**src/stat_counters_params.svh**
```systemverilog
// Register offsets, limits and reset values of the statistics counter bank
`ifndef STAT_COUNTERS_PARAMS_SVH
`define STAT_COUNTERS_PARAMS_SVH

`define OFS_GOOD_RX_PACKET_COUNT      16'h4074
`define OFS_BROADCAST_RX_PACKET_COUNT 16'h4078
`define OFS_MULTICAST_RX_PACKET_COUNT 16'h407c
`define OFS_GOOD_TX_PACKET_COUNT      16'h4080
`define OFS_GOOD_RX_OCTETS_LOW        16'h4088
`define OFS_GOOD_RX_OCTETS_HIGH       16'h408c
`define OFS_GOOD_TX_OCTETS_LOW        16'h4090
`define OFS_GOOD_TX_OCTETS_HIGH       16'h4094
`define OFS_RX_NO_BUFFER_COUNT        16'h40a0
`define OFS_RX_UNDERSIZE_COUNT        16'h40a4
`define OFS_RX_FRAGMENT_COUNT         16'h40a8
`define OFS_RX_OVERSIZE_COUNT         16'h40ac
`define OFS_RX_JABBER_COUNT           16'h40b0
`define MIN_FRAME_BYTES               15'h0040
`define MAX_FRAME_STD_BYTES           15'h05f2
`define MAX_FRAME_JUMBO_BYTES         15'h4000
`define COUNT_RESET                   32'h0000_0000
`define OCTET_RESET                   64'h0000_0000_0000_0000
`define OCTET_MAX                     64'hffff_ffff_ffff_ffff
`define AXI_RESP_OKAY                 2'h0
`define AXI_RESP_SLVERR               2'h2

`endif

```
**src/stat_counters_pkg.sv**
```systemverilog
// Types shared by the statistics counter bank
package stat_counters_pkg;

   // Receive frame report, valid for one cycle at end of frame
   typedef struct packed {
      logic        done;
      logic [14:0] length;
      logic        crc_ok;
      logic        other_err;
      logic        addr_pass;
      logic        broadcast;
      logic        multicast;
      logic        bcast_filter_en;
      logic        flow_ctrl;
      logic        missed;
      logic        no_host_buf;
   } rx_report_s;

   // Transmit frame report, valid for one cycle at end of frame
   typedef struct packed {
      logic        done;
      logic [14:0] length;
      logic        ok;
      logic        flow_ctrl;
   } tx_report_s;

endpackage : stat_counters_pkg

```
**src/stat_counters.sv**
```systemverilog
// Statistics counter bank with AXI4-Lite register access
`timescale 1ns/1ps
`default_nettype none
`include "stat_counters_params.svh"

// Summary of operation
// - Count good filtered legal rx, skip flow/missed
// - Legal rx length follows jumbo allow
// - Rx counters move only with rx enabled
// - Tx packet and octet counters need tx
// - Count good broadcasts unless filter disabled
// - Count good filtered multicasts, skip flow/missed
// - Good tx: error-free, 64+ bytes, not flow
// - 64-bit good rx octets, filtered, no flow
// - 64-bit good tx octets, 64+, no flow
// - Reading upper half clears octet counter
// - Octet counters saturate at all ones
// - Count frames with no host buffer
// - Frame still enters FIFO when space
// - Fragment: filtered, under 64, bad CRC
// - Oversize: filtered, over max, good CRC
// - Jabber: filtered, over max, bad CRC
// - Max is 1522, or 16384 when jumbo
// - Length spans destination through CRC
// - Event counters 32 bits, octet counters 64, all zero at reset
module stat_counters
(
   // Clock and reset
   input  wire logic                          aclk,
   input  wire logic                          aresetn,
   // Enables from the control registers
   input  wire logic                          rx_enable,
   input  wire logic                          tx_enable,
   input  wire logic                          jumbo_frame_allow,
   // Frame reports from the MAC paths and FIFO room
   input  wire stat_counters_pkg::rx_report_s rx_report,
   input  wire stat_counters_pkg::tx_report_s tx_report,
   output logic                               rx_fifo_accept,
   input  wire logic                          rx_fifo_space,
   // AXI4-Lite write channels
   input  wire logic [15:0]                   s_axi_awaddr,
   input  wire logic                          s_axi_awvalid,
   output logic                               s_axi_awready,
   input  wire logic [31:0]                   s_axi_wdata,
   input  wire logic [3:0]                    s_axi_wstrb,
   input  wire logic                          s_axi_wvalid,
   output logic                               s_axi_wready,
   output logic [1:0]                         s_axi_bresp,
   output logic                               s_axi_bvalid,
   input  wire logic                          s_axi_bready,
   // AXI4-Lite read channels
   input  wire logic [15:0]                   s_axi_araddr,
   input  wire logic                          s_axi_arvalid,
   output logic                               s_axi_arready,
   output logic [31:0]                        s_axi_rdata,
   output logic [1:0]                         s_axi_rresp,
   output logic                               s_axi_rvalid,
   input  wire logic                          s_axi_rready
);

   // Slots of the 32-bit event counters; the octet pairs live apart
   localparam int NCNT           = 9;
   localparam int SLOT_GOOD_RX   = 0; // Good received packets
   localparam int SLOT_BCAST_RX  = 1; // Good broadcasts
   localparam int SLOT_MCAST_RX  = 2; // Good multicasts
   localparam int SLOT_GOOD_TX   = 3; // Good transmitted packets
   localparam int SLOT_NO_BUF    = 4; // Frames seen with no host buffer
   localparam int SLOT_UNDERSIZE = 5; // Short frames, good CRC
   localparam int SLOT_FRAGMENT  = 6; // Short frames, bad CRC
   localparam int SLOT_OVERSIZE  = 7; // Long frames, good CRC
   localparam int SLOT_JABBER    = 8; // Long frames, bad CRC

   // Counter storage
   logic [31:0]     cnt_ff [NCNT];
   logic [NCNT-1:0] inc;
   logic [63:0]     rx_oct_ff;
   logic [63:0]     tx_oct_ff;

   // Frame qualification terms
   logic [14:0]     max_len;
   logic            rx_ok;
   logic            rx_legal;
   logic            rx_short;
   logic            rx_long;
   logic            tx_good;
   logic            rx_oct_inc;
   logic            tx_oct_inc;

   // Write channel state
   logic            aw_held_ff;
   logic            w_held_ff;
   logic [15:0]     awaddr_ff;
   logic            aw_take;
   logic            w_take;
   logic            wr_complete;

   // Read path
   logic [31:0]     rdata;
   logic            rmapped;
   logic            rd_take;
   logic            rd_rx_high;
   logic            rd_tx_high;

   // Saturating 64-bit add; a wrap would make the total look tiny
   function automatic logic [63:0] sat_add(input logic [63:0] a, input logic [14:0] b);
      logic [64:0] s;
      // One spare bit catches the carry out of the top
      s = {1'b0, a} + {50'h0, b};
      // Stick at all ones once the carry appears
      sat_add = s[64] ? `OCTET_MAX : s[63:0];
   endfunction : sat_add

   // Next octet total: a read of the upper half clears, else a good frame adds
   function automatic logic [63:0] oct_next(input logic [63:0] cur,
                                             input logic        clr,
                                             input logic        add,
                                             input logic [14:0] len);
      if (clr)
         oct_next = `OCTET_RESET;
      else if (add)
         oct_next = sat_add(cur, len);
      else
         oct_next = cur;
   endfunction : oct_next

   // A receive report that reception is allowed to act on
   function automatic logic rx_seen(input stat_counters_pkg::rx_report_s rep,
                                    input logic                          en);
      rx_seen = rep.done && en;
   endfunction : rx_seen

   // Length-error counters share this gate; other_err does not block them
   function automatic logic rx_len_gate(input stat_counters_pkg::rx_report_s rep,
                                        input logic                          en);
      rx_len_gate = rx_seen(rep, en) && rep.addr_pass;
   endfunction : rx_len_gate

   // Read address match, used by both clear-on-read strobes
   function automatic logic addr_hit(input logic [15:0] addr, input logic [15:0] ofs);
      addr_hit = (addr == ofs);
   endfunction : addr_hit

   // Length limit follows the jumbo setting
   assign max_len  = jumbo_frame_allow ? `MAX_FRAME_JUMBO_BYTES : `MAX_FRAME_STD_BYTES;

   // Length classes; the length runs from destination address through CRC
   assign rx_short = rx_report.length < `MIN_FRAME_BYTES;
   assign rx_long  = rx_report.length > max_len;

   // Legal length sits between the minimum and the current maximum
   assign rx_legal = !rx_short && !rx_long;

   // A good rx frame: reported, reception on, no CRC or other error
   assign rx_ok    = rx_seen(rx_report, rx_enable) && rx_report.crc_ok
                     && !rx_report.other_err;

   // A good tx frame: transmission on, no error, not pause, at least minimum size
   assign tx_good  = tx_report.done && tx_enable && tx_report.ok && !tx_report.flow_ctrl
                     && (tx_report.length >= `MIN_FRAME_BYTES);

   // Increment requests for the 32-bit counters
   always_comb
   begin
      inc = '0;
      // Good packets of legal length that passed filtering
      inc[SLOT_GOOD_RX]   = rx_ok && rx_legal && rx_report.addr_pass
                            && !rx_report.flow_ctrl && !rx_report.missed;
      // Broadcasts need only the broadcast accept setting, not the filter result
      inc[SLOT_BCAST_RX]  = rx_ok && rx_report.broadcast && rx_report.bcast_filter_en;
      // Multicasts that passed filtering
      inc[SLOT_MCAST_RX]  = rx_ok && rx_report.multicast && rx_report.addr_pass
                            && !rx_report.flow_ctrl && !rx_report.missed;
      // Transmit side uses the shared good-frame term
      inc[SLOT_GOOD_TX]   = tx_good;
      // No host buffer: counted even for bad frames, never for pause frames
      inc[SLOT_NO_BUF]    = rx_seen(rx_report, rx_enable) && rx_report.no_host_buf
                            && !rx_report.flow_ctrl;
      // Length errors, split by CRC result
      inc[SLOT_UNDERSIZE] = rx_len_gate(rx_report, rx_enable) && rx_short
                            && rx_report.crc_ok;
      inc[SLOT_FRAGMENT]  = rx_len_gate(rx_report, rx_enable) && rx_short
                            && !rx_report.crc_ok;
      inc[SLOT_OVERSIZE]  = rx_len_gate(rx_report, rx_enable) && rx_long
                            && rx_report.crc_ok;
      inc[SLOT_JABBER]    = rx_len_gate(rx_report, rx_enable) && rx_long
                            && !rx_report.crc_ok;
   end

   // 32-bit event counters, wrapping like the packet counters they mirror
   generate
      for (genvar i = 0; i < NCNT; i++)
      begin : g_cnt
         always_ff @(posedge aclk)
         begin
            if (!aresetn)
               cnt_ff[i] <= `COUNT_RESET;
            else if (inc[i])
               cnt_ff[i] <= cnt_ff[i] + 32'h1;
         end
      end
   endgenerate

   // FIFO admission does not depend on host buffers
   always_ff @(posedge aclk)
   begin
      if (!aresetn)
         rx_fifo_accept <= 1'b0;
      else
         rx_fifo_accept <= rx_report.done && rx_fifo_space;
   end

   // Rx octets take any length; missed frames still add their bytes
   assign rx_oct_inc = rx_ok && rx_report.addr_pass && !rx_report.flow_ctrl;

   // Tx octets follow the good-packet decision exactly
   assign tx_oct_inc = tx_good;

   // Good rx octets; a clear on read wins over a same-cycle add
   always_ff @(posedge aclk)
   begin
      if (!aresetn)
         rx_oct_ff <= `OCTET_RESET;
      else
         rx_oct_ff <= oct_next(rx_oct_ff, rd_rx_high, rx_oct_inc, rx_report.length);
   end

   // Good tx octets; the add lost to a clear is not replayed
   always_ff @(posedge aclk)
   begin
      if (!aresetn)
         tx_oct_ff <= `OCTET_RESET;
      else
         tx_oct_ff <= oct_next(tx_oct_ff, rd_tx_high, tx_oct_inc, tx_report.length);
   end

   // Read decode
   always_comb
   begin
      rdata   = 32'h0;
      rmapped = 1'b1;
      case (s_axi_araddr)
         // Packet counters
         `OFS_GOOD_RX_PACKET_COUNT:      rdata = cnt_ff[SLOT_GOOD_RX];
         `OFS_BROADCAST_RX_PACKET_COUNT: rdata = cnt_ff[SLOT_BCAST_RX];
         `OFS_MULTICAST_RX_PACKET_COUNT: rdata = cnt_ff[SLOT_MCAST_RX];
         `OFS_GOOD_TX_PACKET_COUNT:      rdata = cnt_ff[SLOT_GOOD_TX];
         // Octet halves; the high half read also clears
         `OFS_GOOD_RX_OCTETS_LOW:        rdata = rx_oct_ff[31:0];
         `OFS_GOOD_RX_OCTETS_HIGH:       rdata = rx_oct_ff[63:32];
         `OFS_GOOD_TX_OCTETS_LOW:        rdata = tx_oct_ff[31:0];
         `OFS_GOOD_TX_OCTETS_HIGH:       rdata = tx_oct_ff[63:32];
         // Receive no-buffer and length errors
         `OFS_RX_NO_BUFFER_COUNT:        rdata = cnt_ff[SLOT_NO_BUF];
         `OFS_RX_UNDERSIZE_COUNT:        rdata = cnt_ff[SLOT_UNDERSIZE];
         `OFS_RX_FRAGMENT_COUNT:         rdata = cnt_ff[SLOT_FRAGMENT];
         `OFS_RX_OVERSIZE_COUNT:         rdata = cnt_ff[SLOT_OVERSIZE];
         `OFS_RX_JABBER_COUNT:           rdata = cnt_ff[SLOT_JABBER];
         // Anything else is refused and reads as zero
         default:                        rmapped = 1'b0;
      endcase
   end

   // A read is taken when ready is offered and valid is seen
   assign rd_take    = s_axi_arvalid && s_axi_arready;

   // Clear strobes fire once, at the edge that takes the read
   assign rd_rx_high = rd_take && addr_hit(s_axi_araddr, `OFS_GOOD_RX_OCTETS_HIGH);
   assign rd_tx_high = rd_take && addr_hit(s_axi_araddr, `OFS_GOOD_TX_OCTETS_HIGH);

   // Address ready: low from a take until a cycle after the answer is gone
   always_ff @(posedge aclk)
   begin
      if (!aresetn)
         s_axi_arready <= 1'b0;
      else if (rd_take)
         s_axi_arready <= 1'b0;
      else if (!s_axi_rvalid)
         s_axi_arready <= 1'b1;
   end

   // Answer valid one cycle after the take, held until the master accepts it
   always_ff @(posedge aclk)
   begin
      if (!aresetn)
         s_axi_rvalid <= 1'b0;
      else if (rd_take)
         s_axi_rvalid <= 1'b1;
      else if (s_axi_rready)
         s_axi_rvalid <= 1'b0;
   end

   // Answer payload captured at the take, so a later count does not tear it
   always_ff @(posedge aclk)
   begin
      if (!aresetn)
      begin
         s_axi_rdata <= 32'h0;
         s_axi_rresp <= `AXI_RESP_OKAY;
      end
      else if (rd_take)
      begin
         s_axi_rdata <= rdata;
         s_axi_rresp <= rmapped ? `AXI_RESP_OKAY : `AXI_RESP_SLVERR;
      end
   end

   // Write channel: all counters are read-only, so writes are answered and dropped
   assign aw_take     = s_axi_awvalid && s_axi_awready;
   assign w_take      = s_axi_wvalid && s_axi_wready;
   assign wr_complete = aw_held_ff && w_held_ff && !s_axi_bvalid;

   // Address ready stays low from a take until the response has gone
   always_ff @(posedge aclk)
   begin
      if (!aresetn)
         s_axi_awready <= 1'b0;
      else
         s_axi_awready <= !aw_held_ff && !aw_take && !s_axi_bvalid;
   end

   // Data ready follows the same pattern, so either may come first
   always_ff @(posedge aclk)
   begin
      if (!aresetn)
         s_axi_wready <= 1'b0;
      else
         s_axi_wready <= !w_held_ff && !w_take && !s_axi_bvalid;
   end

   // Held address; dropped once the response is raised
   always_ff @(posedge aclk)
   begin
      if (!aresetn)
      begin
         aw_held_ff <= 1'b0;
         awaddr_ff  <= 16'h0;
      end
      else if (wr_complete)
         aw_held_ff <= 1'b0;
      else if (aw_take)
      begin
         aw_held_ff <= 1'b1;
         awaddr_ff  <= s_axi_awaddr;
      end
   end

   // Held data flag; the data itself is not kept
   always_ff @(posedge aclk)
   begin
      if (!aresetn)
         w_held_ff <= 1'b0;
      else if (wr_complete)
         w_held_ff <= 1'b0;
      else if (w_take)
         w_held_ff <= 1'b1;
   end

   // Response once both halves are held; OKAY on the counter page only
   always_ff @(posedge aclk)
   begin
      if (!aresetn)
      begin
         s_axi_bvalid <= 1'b0;
         s_axi_bresp  <= `AXI_RESP_OKAY;
      end
      else if (wr_complete)
      begin
         s_axi_bvalid <= 1'b1;
         s_axi_bresp  <= (awaddr_ff[15:12] == 4'h4) ? `AXI_RESP_OKAY : `AXI_RESP_SLVERR;
      end
      else if (s_axi_bready)
         s_axi_bvalid <= 1'b0;
   end

endmodule : stat_counters
`default_nettype wire

```
**config.mk**
```make
export PLATFORM = sky130hd
export DESIGN_NAME = stat_counters
export DESIGN_NICKNAME = d
export VERILOG_FILES = /design/src/stat_counters_pkg.sv /design/src/stat_counters.sv
export VERILOG_INCLUDE_DIRS = /design/src
export SDC_FILE = /design/constraint.sdc
export NUM_CORES = 1
export LEC_CHECK = 0
export BUFFER_PORTS_ARGS = -buffer_cell sky130_fd_sc_hd__buf_4
export CAP_MARGIN = 40
export CORE_MARGIN = 5
export CORE_UTILIZATION = 50
export DETAILED_ROUTE_END_ITERATION = 16
export PLACE_DENSITY_LB_ADDON = 0.08
export SYNTH_ARGS = -nofsm -noshare
export SYNTH_HDL_FRONTEND = slang
export SYNTH_SLANG_ARGS = --single-unit
```
**constraint.sdc**
```tcl
create_clock -name aclk -period 9 [get_ports aclk]
set_clock_uncertainty 0.1 [all_clocks]
set_input_delay 0.9 -clock aclk [delete_from_list [all_inputs] [get_ports aclk]]
set_output_delay 0.9 -clock aclk [all_outputs]
set_load 0.1 [all_outputs]
```
==> metrics.md, run 1 <==
| Metric | Value |
|---|---|
| Most common cell on crit path | buf_4 |
| Global Route Usage Sum | 30.0% |
| Area grow syn2layout | 13.2% |
| Layout Nets | 3152 |
| Number of flops mapped to enable cells by yosys | 288 |
| Classification of the worst-slack hold path | reg -> reg |
| Setup bufs post-CTS | 0 |
| Core Footprint | 53600 um2 |
| H-tree Lvls | 2 |
| First-pass GRT wire length | 137 mm |
| Clock Root Buffer | clkbuf_16 |
| Ys async rst share | 0% |
| Total CTS buffers | between 50 and 60 |
| Port Buf Inserts | 113 |
| CP arrival | 4.47 ns |
| Die width | 242 um |
| Detailed placement HPWL | 68.9 mm |
| CP startpoint kind | input pin |
| Final Instance Area | 30500 um2 |
| RSZ-0062 raised after global routing | false |
| Vias | 23500 |
| Hold Fails Final Rpt | 0 |
| Post-Syn Area per Cell | 9.26 um2 |
| Largest stage delay, worst path | 0.66 ns |
| Dpl cell area | 28700 um2 |
| DR pass1 iterations | 8 |
| Req. time, crit path | 9.36 ns |
| Synth Flop Type | edfxtp_1 |
| Total grt overflow | 0 |
| Post-Route WL | 91.6 mm |
| Final GP Congestion | approximately 0.98 |
| Largest net degree at the start of global routing | 65 |
| Cts hold-fix bufs | 0 |
| Leading area contributor after synthesis | edfxtp_1 |
| Max-Cap Viols | 0 |
| Clock power share | 45.5% |
| Max IR drop VDD | 0.000130 V |
| Crit path time final | 4.10 ns |
| Vias in the first global route | 21900 |
| Gate power share | under 10% |
| Ranking of synthesized cells by area | edfxtp_1, dfxtp_1, xor2_1, nor2_1, xnor2_1 |
| Starting Density | 50.2% |
| Critical path fanouts, max | 32 |
| CP cell instances | buf_4, ha_1, fa_1, a211o_1, a211oi_1, nor3_1, o21ai_1, or3_2, buf_4, nor4b_1, a211oi_2 |
| Pwr Total | 4930 uW |
| Crit. End Element | register |
| Floorplan row count | 85 |
| Synth top area share | about 32% |
| Worst slew pin tran | 1.03 ns |
| Slew margin rel. | 31.2% |
| CTS tree | yes |
| Register area share after synthesis | a little under half |
| Psw | 1200 uW |
| Sw Ratio | 24.4% |
| Lkg Pwr | 0.0104 uW |
| Fin crit share | 45.6% |
| Int Power | 3730 uW |
| Final setup violation count | 0 |
| Clk buf depth | 3 |
| DR DRC count | 0 |
| WL/cell | 24.6 um |
| Fin Setup TNS | 0 ns |
| Ys Warns | 0 |
| Die Ht | 242 um |
| DR vias/cell | 6.30 |
| Maximum clock frequency | 244 MHz |
| Clk_lat worst skew | 0.62 ns |
| Layout cell share with drive strength beyond 1 | between 10% and 20% |
| Cell count after synthesis | 2907 |
| Starting DRT DRC Count | 2658 |
| DIE AREA | 58600 um2 |
| ANT nets after route | 0 |
| Mapped cell area | 26900 um2 |
| Synth cell types | 81 |
| I/O pin total | 164 |
| Status | finished clean |
| Clock Pin Slew Worst Setup and Hold Paths | approximately 0.07 ns |
| Seq cells post-synth | between 400 and 500 |
| Post-cts sizing count | 0 |
| Reg power frac | 48.6% |
| # clock sinks | 462 |
| Critical path type | in -> reg |
| PD cells | 162 nW/um2 |
| Initial antenna violation count | 3 |
| Crit path max-delay cell type | o21ai_1 |
| Count of final max-slew check failures | 0 |
[cells in the mapped netlist, types with 16 or more instances]
master and count:
a211oi_1 33, a21oi_1 134, a21oi_2 20, a222oi_1 27, a22o_1 24, a22oi_1 92
a31oi_1 16, and3_1 88, and4_1 46, clkbuf_1 122, dfxtp_1 174, edfxtp_1 288
ha_1 47, inv_1 51, mux2i_1 27, nand2_1 262, nand3_1 174, nand4_1 98
nor2_1 395, nor2b_1 18, nor3_1 79, nor4_1 18, o21ai_0 93, or3_1 32
xnor2_1 135, xor2_1 200
[power groups by stage]
stage	Clock, uW	Combinational [uW]	Sequential, uW
floorplan	0	171	2420
global placement	0	277	2430
detailed placement	0	284	2440
CTS	2270	286	2390
global route	2360	312	2400
finish	2250	288	2400
[path summary, 6_finish.rpt]
| kind | from | end | slack, ns | depth (start not counted) |
|---|---|---|---|---|
| max | tx_report[2] | tx_oct_ff[47]$_SDFFE_PP0P_ | 4.90 | 11 |
| min | s_axi_rdata[16]$_SDFFE_PN0P_ | s_axi_rdata[16]$_SDFFE_PN0P_ | 0.34 | 2 |
| max reg2reg | tx_oct_ff[0]$_SDFFE_PP0P_ | tx_oct_ff[47]$_SDFFE_PP0P_ | 4.96 | 10 |
| min reg2reg | s_axi_rdata[16]$_SDFFE_PN0P_ | s_axi_rdata[16]$_SDFFE_PN0P_ | 0.34 | 2 |
[final cells by class]
| type | count | area [um2] |
|---|---|---|
| Multi-Input combinational cell | 2247 | 14100 |
| Clock buffer | 76 | 1580 |
| Antenna cell | 1 | 2.50 |
| Inverter | 52 | 195 |
| Fill cell | 4788 | 23100 |
| Clock inverter | 23 | 226 |
| Tap cell | 696 | 871 |
| Timing Repair Buffer | 165 | 1360 |
| Sequential cell | 462 | 12100 |
[stage by stage]
stage	utilization [%]	hold WS, ns	instances	worst slack, ns
5_1_grt	56.9	0.369	3721	4.76
2_1_floorplan	-	0.320	2908	4.20
3_5_place_dp	53.5	0.330	3622	4.31
6_report	56.9	0.337	3722	4.90
4_1_cts	56.9	0.338	3721	4.94
3_3_place_gp	53.1	0.329	3609	4.20
[worst max-delay path, delay by kind of cell]
| kind | cells | cell delay [ns] |
|---|---|---|
| AOI/OAI and AO/OA | 4 | 1.30 |
| adders and majority gates | 2 | 0.66 |
| buffers and inverters | 2 | 0.56 |
| and+or+nand+nor | 3 | 1.01 |
[registers in the layout, summed over array words and instances (netlist names), 4 cells and up]
| name | cells |
|---|---|
| tx_oct_ff | 64 |
| rx_oct_ff | 64 |
| s_axi_rdata | 32 |
| awaddr_ff | 4 |
| cnt_ff | 288 |
[kinds of logic (layout without fill, tap and decap cells)]
logic type / count (synthesis) / count (layout) / synth area share (%)
simple gates: 1285 / 1285 / 23.6
other cells: 1 / 3 / 0.0139
flops: 462 / 462 / 45.1
fa+ha+maj: 49 / 49 / 2.33
mux: 42 / 42 / 1.67
compound gates: 534 / 534 / 13.5
xor+xnor: 335 / 335 / 10.9
buf+inv: 199 / 316 / 2.96
[placed cells by master (no fill, tap or decap), types with 31 or more instances in the layout]
| master | Yosys | routed |
|---|---|---|
| a211oi_1 | 33 | 33 |
| a21oi_1 | 134 | 133 |
| a22oi_1 | 92 | 92 |
| and3_1 | 88 | 87 |
| and4_1 | 46 | 46 |
| buf_4 | 3 | 154 |
| clkbuf_16 | 0 | 58 |
| dfxtp_1 | 174 | 174 |
| edfxtp_1 | 288 | 288 |
| ha_1 | 47 | 47 |
| inv_1 | 51 | 51 |
| nand2_1 | 262 | 260 |
| nand3_1 | 174 | 174 |
| nand4_1 | 98 | 98 |
| nor2_1 | 395 | 394 |
| nor3_1 | 79 | 78 |
| o21ai_0 | 93 | 90 |
| or3_1 | 32 | 31 |
| xnor2_1 | 135 | 135 |
| xor2_1 | 200 | 200 |
[metal layers]
layer	vias up	global-route usage [%]	share of wire, %	routed length (um)
met3	199	6.17	9.6	8820
met1	11500	41.8	42	38100
met2	961	45.3	44	39900
li1	10800	-	-	-
met5	-	0	0.0076	7
met4	2	13.8	5.2	4790
Power figures use the tool's default switching activity.
==> run 2: changes to the inputs <==
--- a/config.mk
+++ b/config.mk
@@ -6,6 +6,7 @@
 export SDC_FILE = /design/constraint.sdc
 export NUM_CORES = 1
 export LEC_CHECK = 0
+export ABC_AREA = 1
 export BUFFER_PORTS_ARGS = -buffer_cell sky130_fd_sc_hd__buf_4
 export CAP_MARGIN = 40
 export CORE_MARGIN = 5
==> constraint.sdc (replaced) <==
create_clock -name aclk -period 3.8 [get_ports aclk]
set_clock_uncertainty 0.1 [all_clocks]
set_input_delay 0.38 -clock aclk [delete_from_list [all_inputs] [get_ports aclk]]
set_output_delay 0.38 -clock aclk [all_outputs]
set_load 0.1 [all_outputs]
==> metrics.md, run 2 <==
| Metric | Value |
|---|---|
| Post-Syn Area per Cell | 6.63 um2 (-28%) |
| Area grow syn2layout | 11.2% |
| Commonest cells in the synthesized netlist | nand2_1, inv_1, nor2_1 |
| CP cell instances | dlygate4sd3_1, buf_4, ha_1, fa_1, nand2_1, nand2_1, nand3_1, nand2_1, nand2_1, nand2_2, nand3_2, nor2_4, nand2_4, nand3_1, nand2_1, inv_1 |
| Met3 Use GR | 5.19% (-0.98 points) |
| Number of flip-flops in the largest register | 288 (unchanged) |
| Total grt overflow | 0 (unchanged) |
| Number of flops mapped to enable cells by yosys | 288 (unchanged) |
| Sw Ratio | 26.0% (+1.6 points) |
| Largest net degree at the start of global routing | 98 (+51%) |
| CP delay by family, top | simple AND/OR/NAND/NOR gates |
| Register area share after synthesis | 36.3% (-8.8 points) |
| Int Power | 8900 uW (+140%) |
| Psw | 3120 uW (+160%) |
| Die width | 269 um (+11%) |
| Vias | 34700 (+48%) |
| Layout Nets | 5275 (+67%) |
| Cell count after synthesis | 5045 (+74%) |
| Setup bufs post-CTS | 0 (unchanged) |
| Synth cell types | 51 (-37%) |
| Core Util, Final | 56.3% (-0.61 points) |
| CTS tree | yes |
| Vias in the first global route | 30900 (+41%) |
| Max-Cap Viols | 0 (unchanged) |
| Most common cell on crit path | nand2_1 |
| Largest stage delay, worst path | 0.53 ns (-0.13 ns) |
| GR Util met1 | 47.1% (+5.3 points) |
| Clock power share | 46.1% (+0.6 points) |
| Starting DRT DRC Count | 4456 (+68%) |
| DR vias/cell | 5.77 (-8.4%) |
| DR pass1 iterations | 9 (+1) |
| Core Footprint | 66100 um2 (+23%) |
| Global Route Usage Sum | 33.7% (+3.7 points) |
| Final setup violation count | 0 (unchanged) |
| Ys async rst share | 0% (unchanged) |
| CP arrival | 3.35 ns (-1.12 ns) |
| H-tree Lvls | 2 (unchanged) |
| Min setup slack post-route | 0.864 ns (-4.03 ns) |
| Critical path fanouts, max | 35 (+9.4%) |
| Clk buf depth | 3 (unchanged) |
| First-pass GRT wire length | 187 mm (+36%) |
| Commonest non-fill, non-tap cell in the layout | nand2_1 |
| Ys Warns | 0 (unchanged) |
| WL/cell | 20.9 um (-15%) |
| Biggest register | cnt_ff |
| Critical path type | in -> reg |
| Commonest non-fill, non-tap cells in the layout | nand2_1, inv_1, nor2_1, nand4_1, nand3_1 |
| RSZ-0062 raised after global routing | false |
| Crit path time final | 2.94 ns |
| Leading registers by flop count | cnt_ff: 288 flops, rx_oct_ff: 64 flops, tx_oct_ff: 64 flops |
| ANT nets after route | 0 (unchanged) |
| Global route hottest layer | met2 |
| Clock Root Buffer | clkbuf_16 |
| Classification of the worst-slack hold path | in -> reg |
| Lkg Pwr | 0.0158 uW (+52%) |
| Seq cells post-synth | 462 (unchanged) |
| Fin Setup TNS | 0 ns (unchanged) |
| Gate power share | 6.8% (+1.0 points) |
| PD cells | 323 nW/um2 (+100%) |
| Detailed placement HPWL | 96.7 mm (+40%) |
| Ranking of synthesized cells by area | edfxtp_1, nand2_1, dfxtp_1, inv_1, nor2_1 |
| DR DRC count | 0 (unchanged) |
| Maximum clock frequency | between 300 and 400 MHz |
| GR Util met2 | 51.6% (+6.4 points) |
| Synth Flop Type | edfxtp_1 |
| # clock sinks | 462 (unchanged) |
| Final Instance Area | 37200 um2 (+22%) |
| Crit. End Element | register |
| Fin crit share | 77.3% |
| CP startpoint kind | input pin |
| Final GP Congestion | 1.04 (+6.2%) |
| Dpl cell area | 35200 um2 (+23%) |
| Reg power frac | 47.1% (-1.5 points) |
| Floorplan row count | 94 (+11%) |
| Mapped cell area | 33500 um2 (+24%) |
| Leading area contributor after synthesis | edfxtp_1 |
| DIE AREA | 72200 um2 (+23%) |
| Synth top area share | 25.9% (-6.3 points) |
| Count of final max-slew check failures | 0 (unchanged) |
| Layout cell share with drive strength beyond 1 | 7.26% (-3.6 points) |
| Initial antenna violation count | 2 (-1) |
| Worst slew pin tran | 0.765 ns (-0.267 ns) |
| Worst path bufs/invs | 3 (+1) |
| Clock Pin Slew Worst Setup and Hold Paths | 0.07 ns (about the same) |
| Starting Density | 50.6% (+0.38 points) |
| Placed Cells | 5900 (+63%) |
| I/O pin total | 164 (unchanged) |
| Port Buf Inserts | 113 (unchanged) |
| Post-place setup slack | 0.741 ns (-3.57 ns) |
| Max IR drop VDD | 0.000334 V (+160%) |
| Post-Route WL | 126 mm (+37%) |
| Hold Fails Final Rpt | 0 (unchanged) |
| Req. time, crit path | 4.21 ns (-5.15 ns) |
| Fin cells | 6016 (+62%) |
| Die Ht | 269 um (+11%) |
| Total CTS buffers | 55 (+3.8%) |
| Status | finished clean |
| Count leader, synth | nand2_1 |
| Crit path max-delay cell type | dlygate4sd3_1 |
| Clk_lat worst skew | 0.65 ns (+0.03 ns) |
| Slew margin rel. | 48.9% (+18 points) |
run 2: changes by cell type after synthesis, sizes merged, moves of 45 or more:
cell	before	now
clkbuf	122	76
xnor2	135	50
buf	25	109
inv	51	730
nand2	262	1321
nor2	396	740
nand4	100	420
nand3	175	396
a22oi	92	0
and3	88	5
and4	46	0
nor3	80	125
xor2	200	65
run 2: final cells by class:
| type | instances | area (um2) |
|---|---|---|
| Antenna cell | 1 | 2.50 |
| Inverter | 733 | 2750 |
| Clock inverter | 27 | 240 |
| Clock buffer | 77 | 1620 |
| Timing Repair Buffer | 186 | 1570 |
| Tap cell | 864 | 1080 |
| Multi-Input combinational cell | 3666 | 17800 |
| Sequential cell | 462 | 12100 |
| Fill cell | 6574 | 28900 |
run 2: layer usage:
| layer | vias up | share of wire, % |
|---|---|---|
| li1 | 16800 | - |
| met1 | 16000 | 41 |
| met2 | 1655 | 43 |
| met3 | 265 | 10 |
| met4 | 0 | 5.6 |
| met5 | - | 0 |
run 2: worst register-to-register path: stages, from the launching register on:
cell and delay (ns):
dfxtp_1 0.31, ha_1 0.26, fa_1 0.51, nand2_1 0.11, nand2_1 0.06, nand3_1 0.09
nand2_1 0.13, nand2_1 0.10, nand2_2 0.12, nand3_2 0.16, nor2_4 0.05, nand2_4 0.38
nand3_1 0.18, nand2_1 0.10, inv_1 0.04
run 2: path summary, 6_finish.rpt:
| path | slack, ns | end | cells past startpoint | from |
|---|---|---|---|---|
| max | 0.86 | rx_oct_ff[46]$_SDFFE_PP0P_ | 16 | rx_report[9] |
| min | 0.06 | rx_oct_ff[1]$_SDFFE_PP0P_ | 4 | rx_report[10] |
| max reg2reg | 0.97 | rx_oct_ff[46]$_SDFFE_PP0P_ | 14 | rx_oct_ff[0]$_SDFFE_PP0P_ |
| min reg2reg | 0.35 | s_axi_rdata[21]$_SDFFE_PN0P_ | 2 | s_axi_rdata[21]$_SDFFE_PN0P_ |
run 2: metrics by stage:
| stage | hold WS [ns] | power (uW) |
|---|---|---|
| 6_report | 0.0647 | 12000 |
| 3_3_place_gp | 0.341 | 6540 |
| 5_1_grt | 0.0854 | 12400 |
| 4_1_cts | 0.0446 | 12000 |
| 3_5_place_dp | 0.341 | 6550 |
| 2_1_floorplan | 0.329 | 6210 |
run 2: logic make-up after synthesis:
| kind of cell | Yosys count | share of synthesized area, % |
|---|---|---|
| AO/OA/AOI/OAI | 385 | 6.28 |
| XOR/XNOR | 115 | 3.01 |
| adder cells (fa/ha/maj) | 49 | 1.88 |
| buffers and inverters | 918 | 10.8 |
| flip-flops | 462 | 36.3 |
| other | 1 | 0.0112 |
| AND/OR/NAND/NOR | 3115 | 41.8 |
run 2: repair_timing:
item | in CTS | in global routing
resized for setup | 0 | 0
hold buffers | 11 | 0
hold endpoints to repair | 12 | 0
run 2: power groups by stage:
stage / registers, uW / logic [uW] / clock network, uW
after CTS: 5650 / 809 / 5590
after floorplan: 5720 / 491 / 0
after global placement: 5750 / 786 / 0
after detailed placement: 5750 / 796 / 0
final: 5660 / 819 / 5550
after global routing: 5670 / 896 / 5810
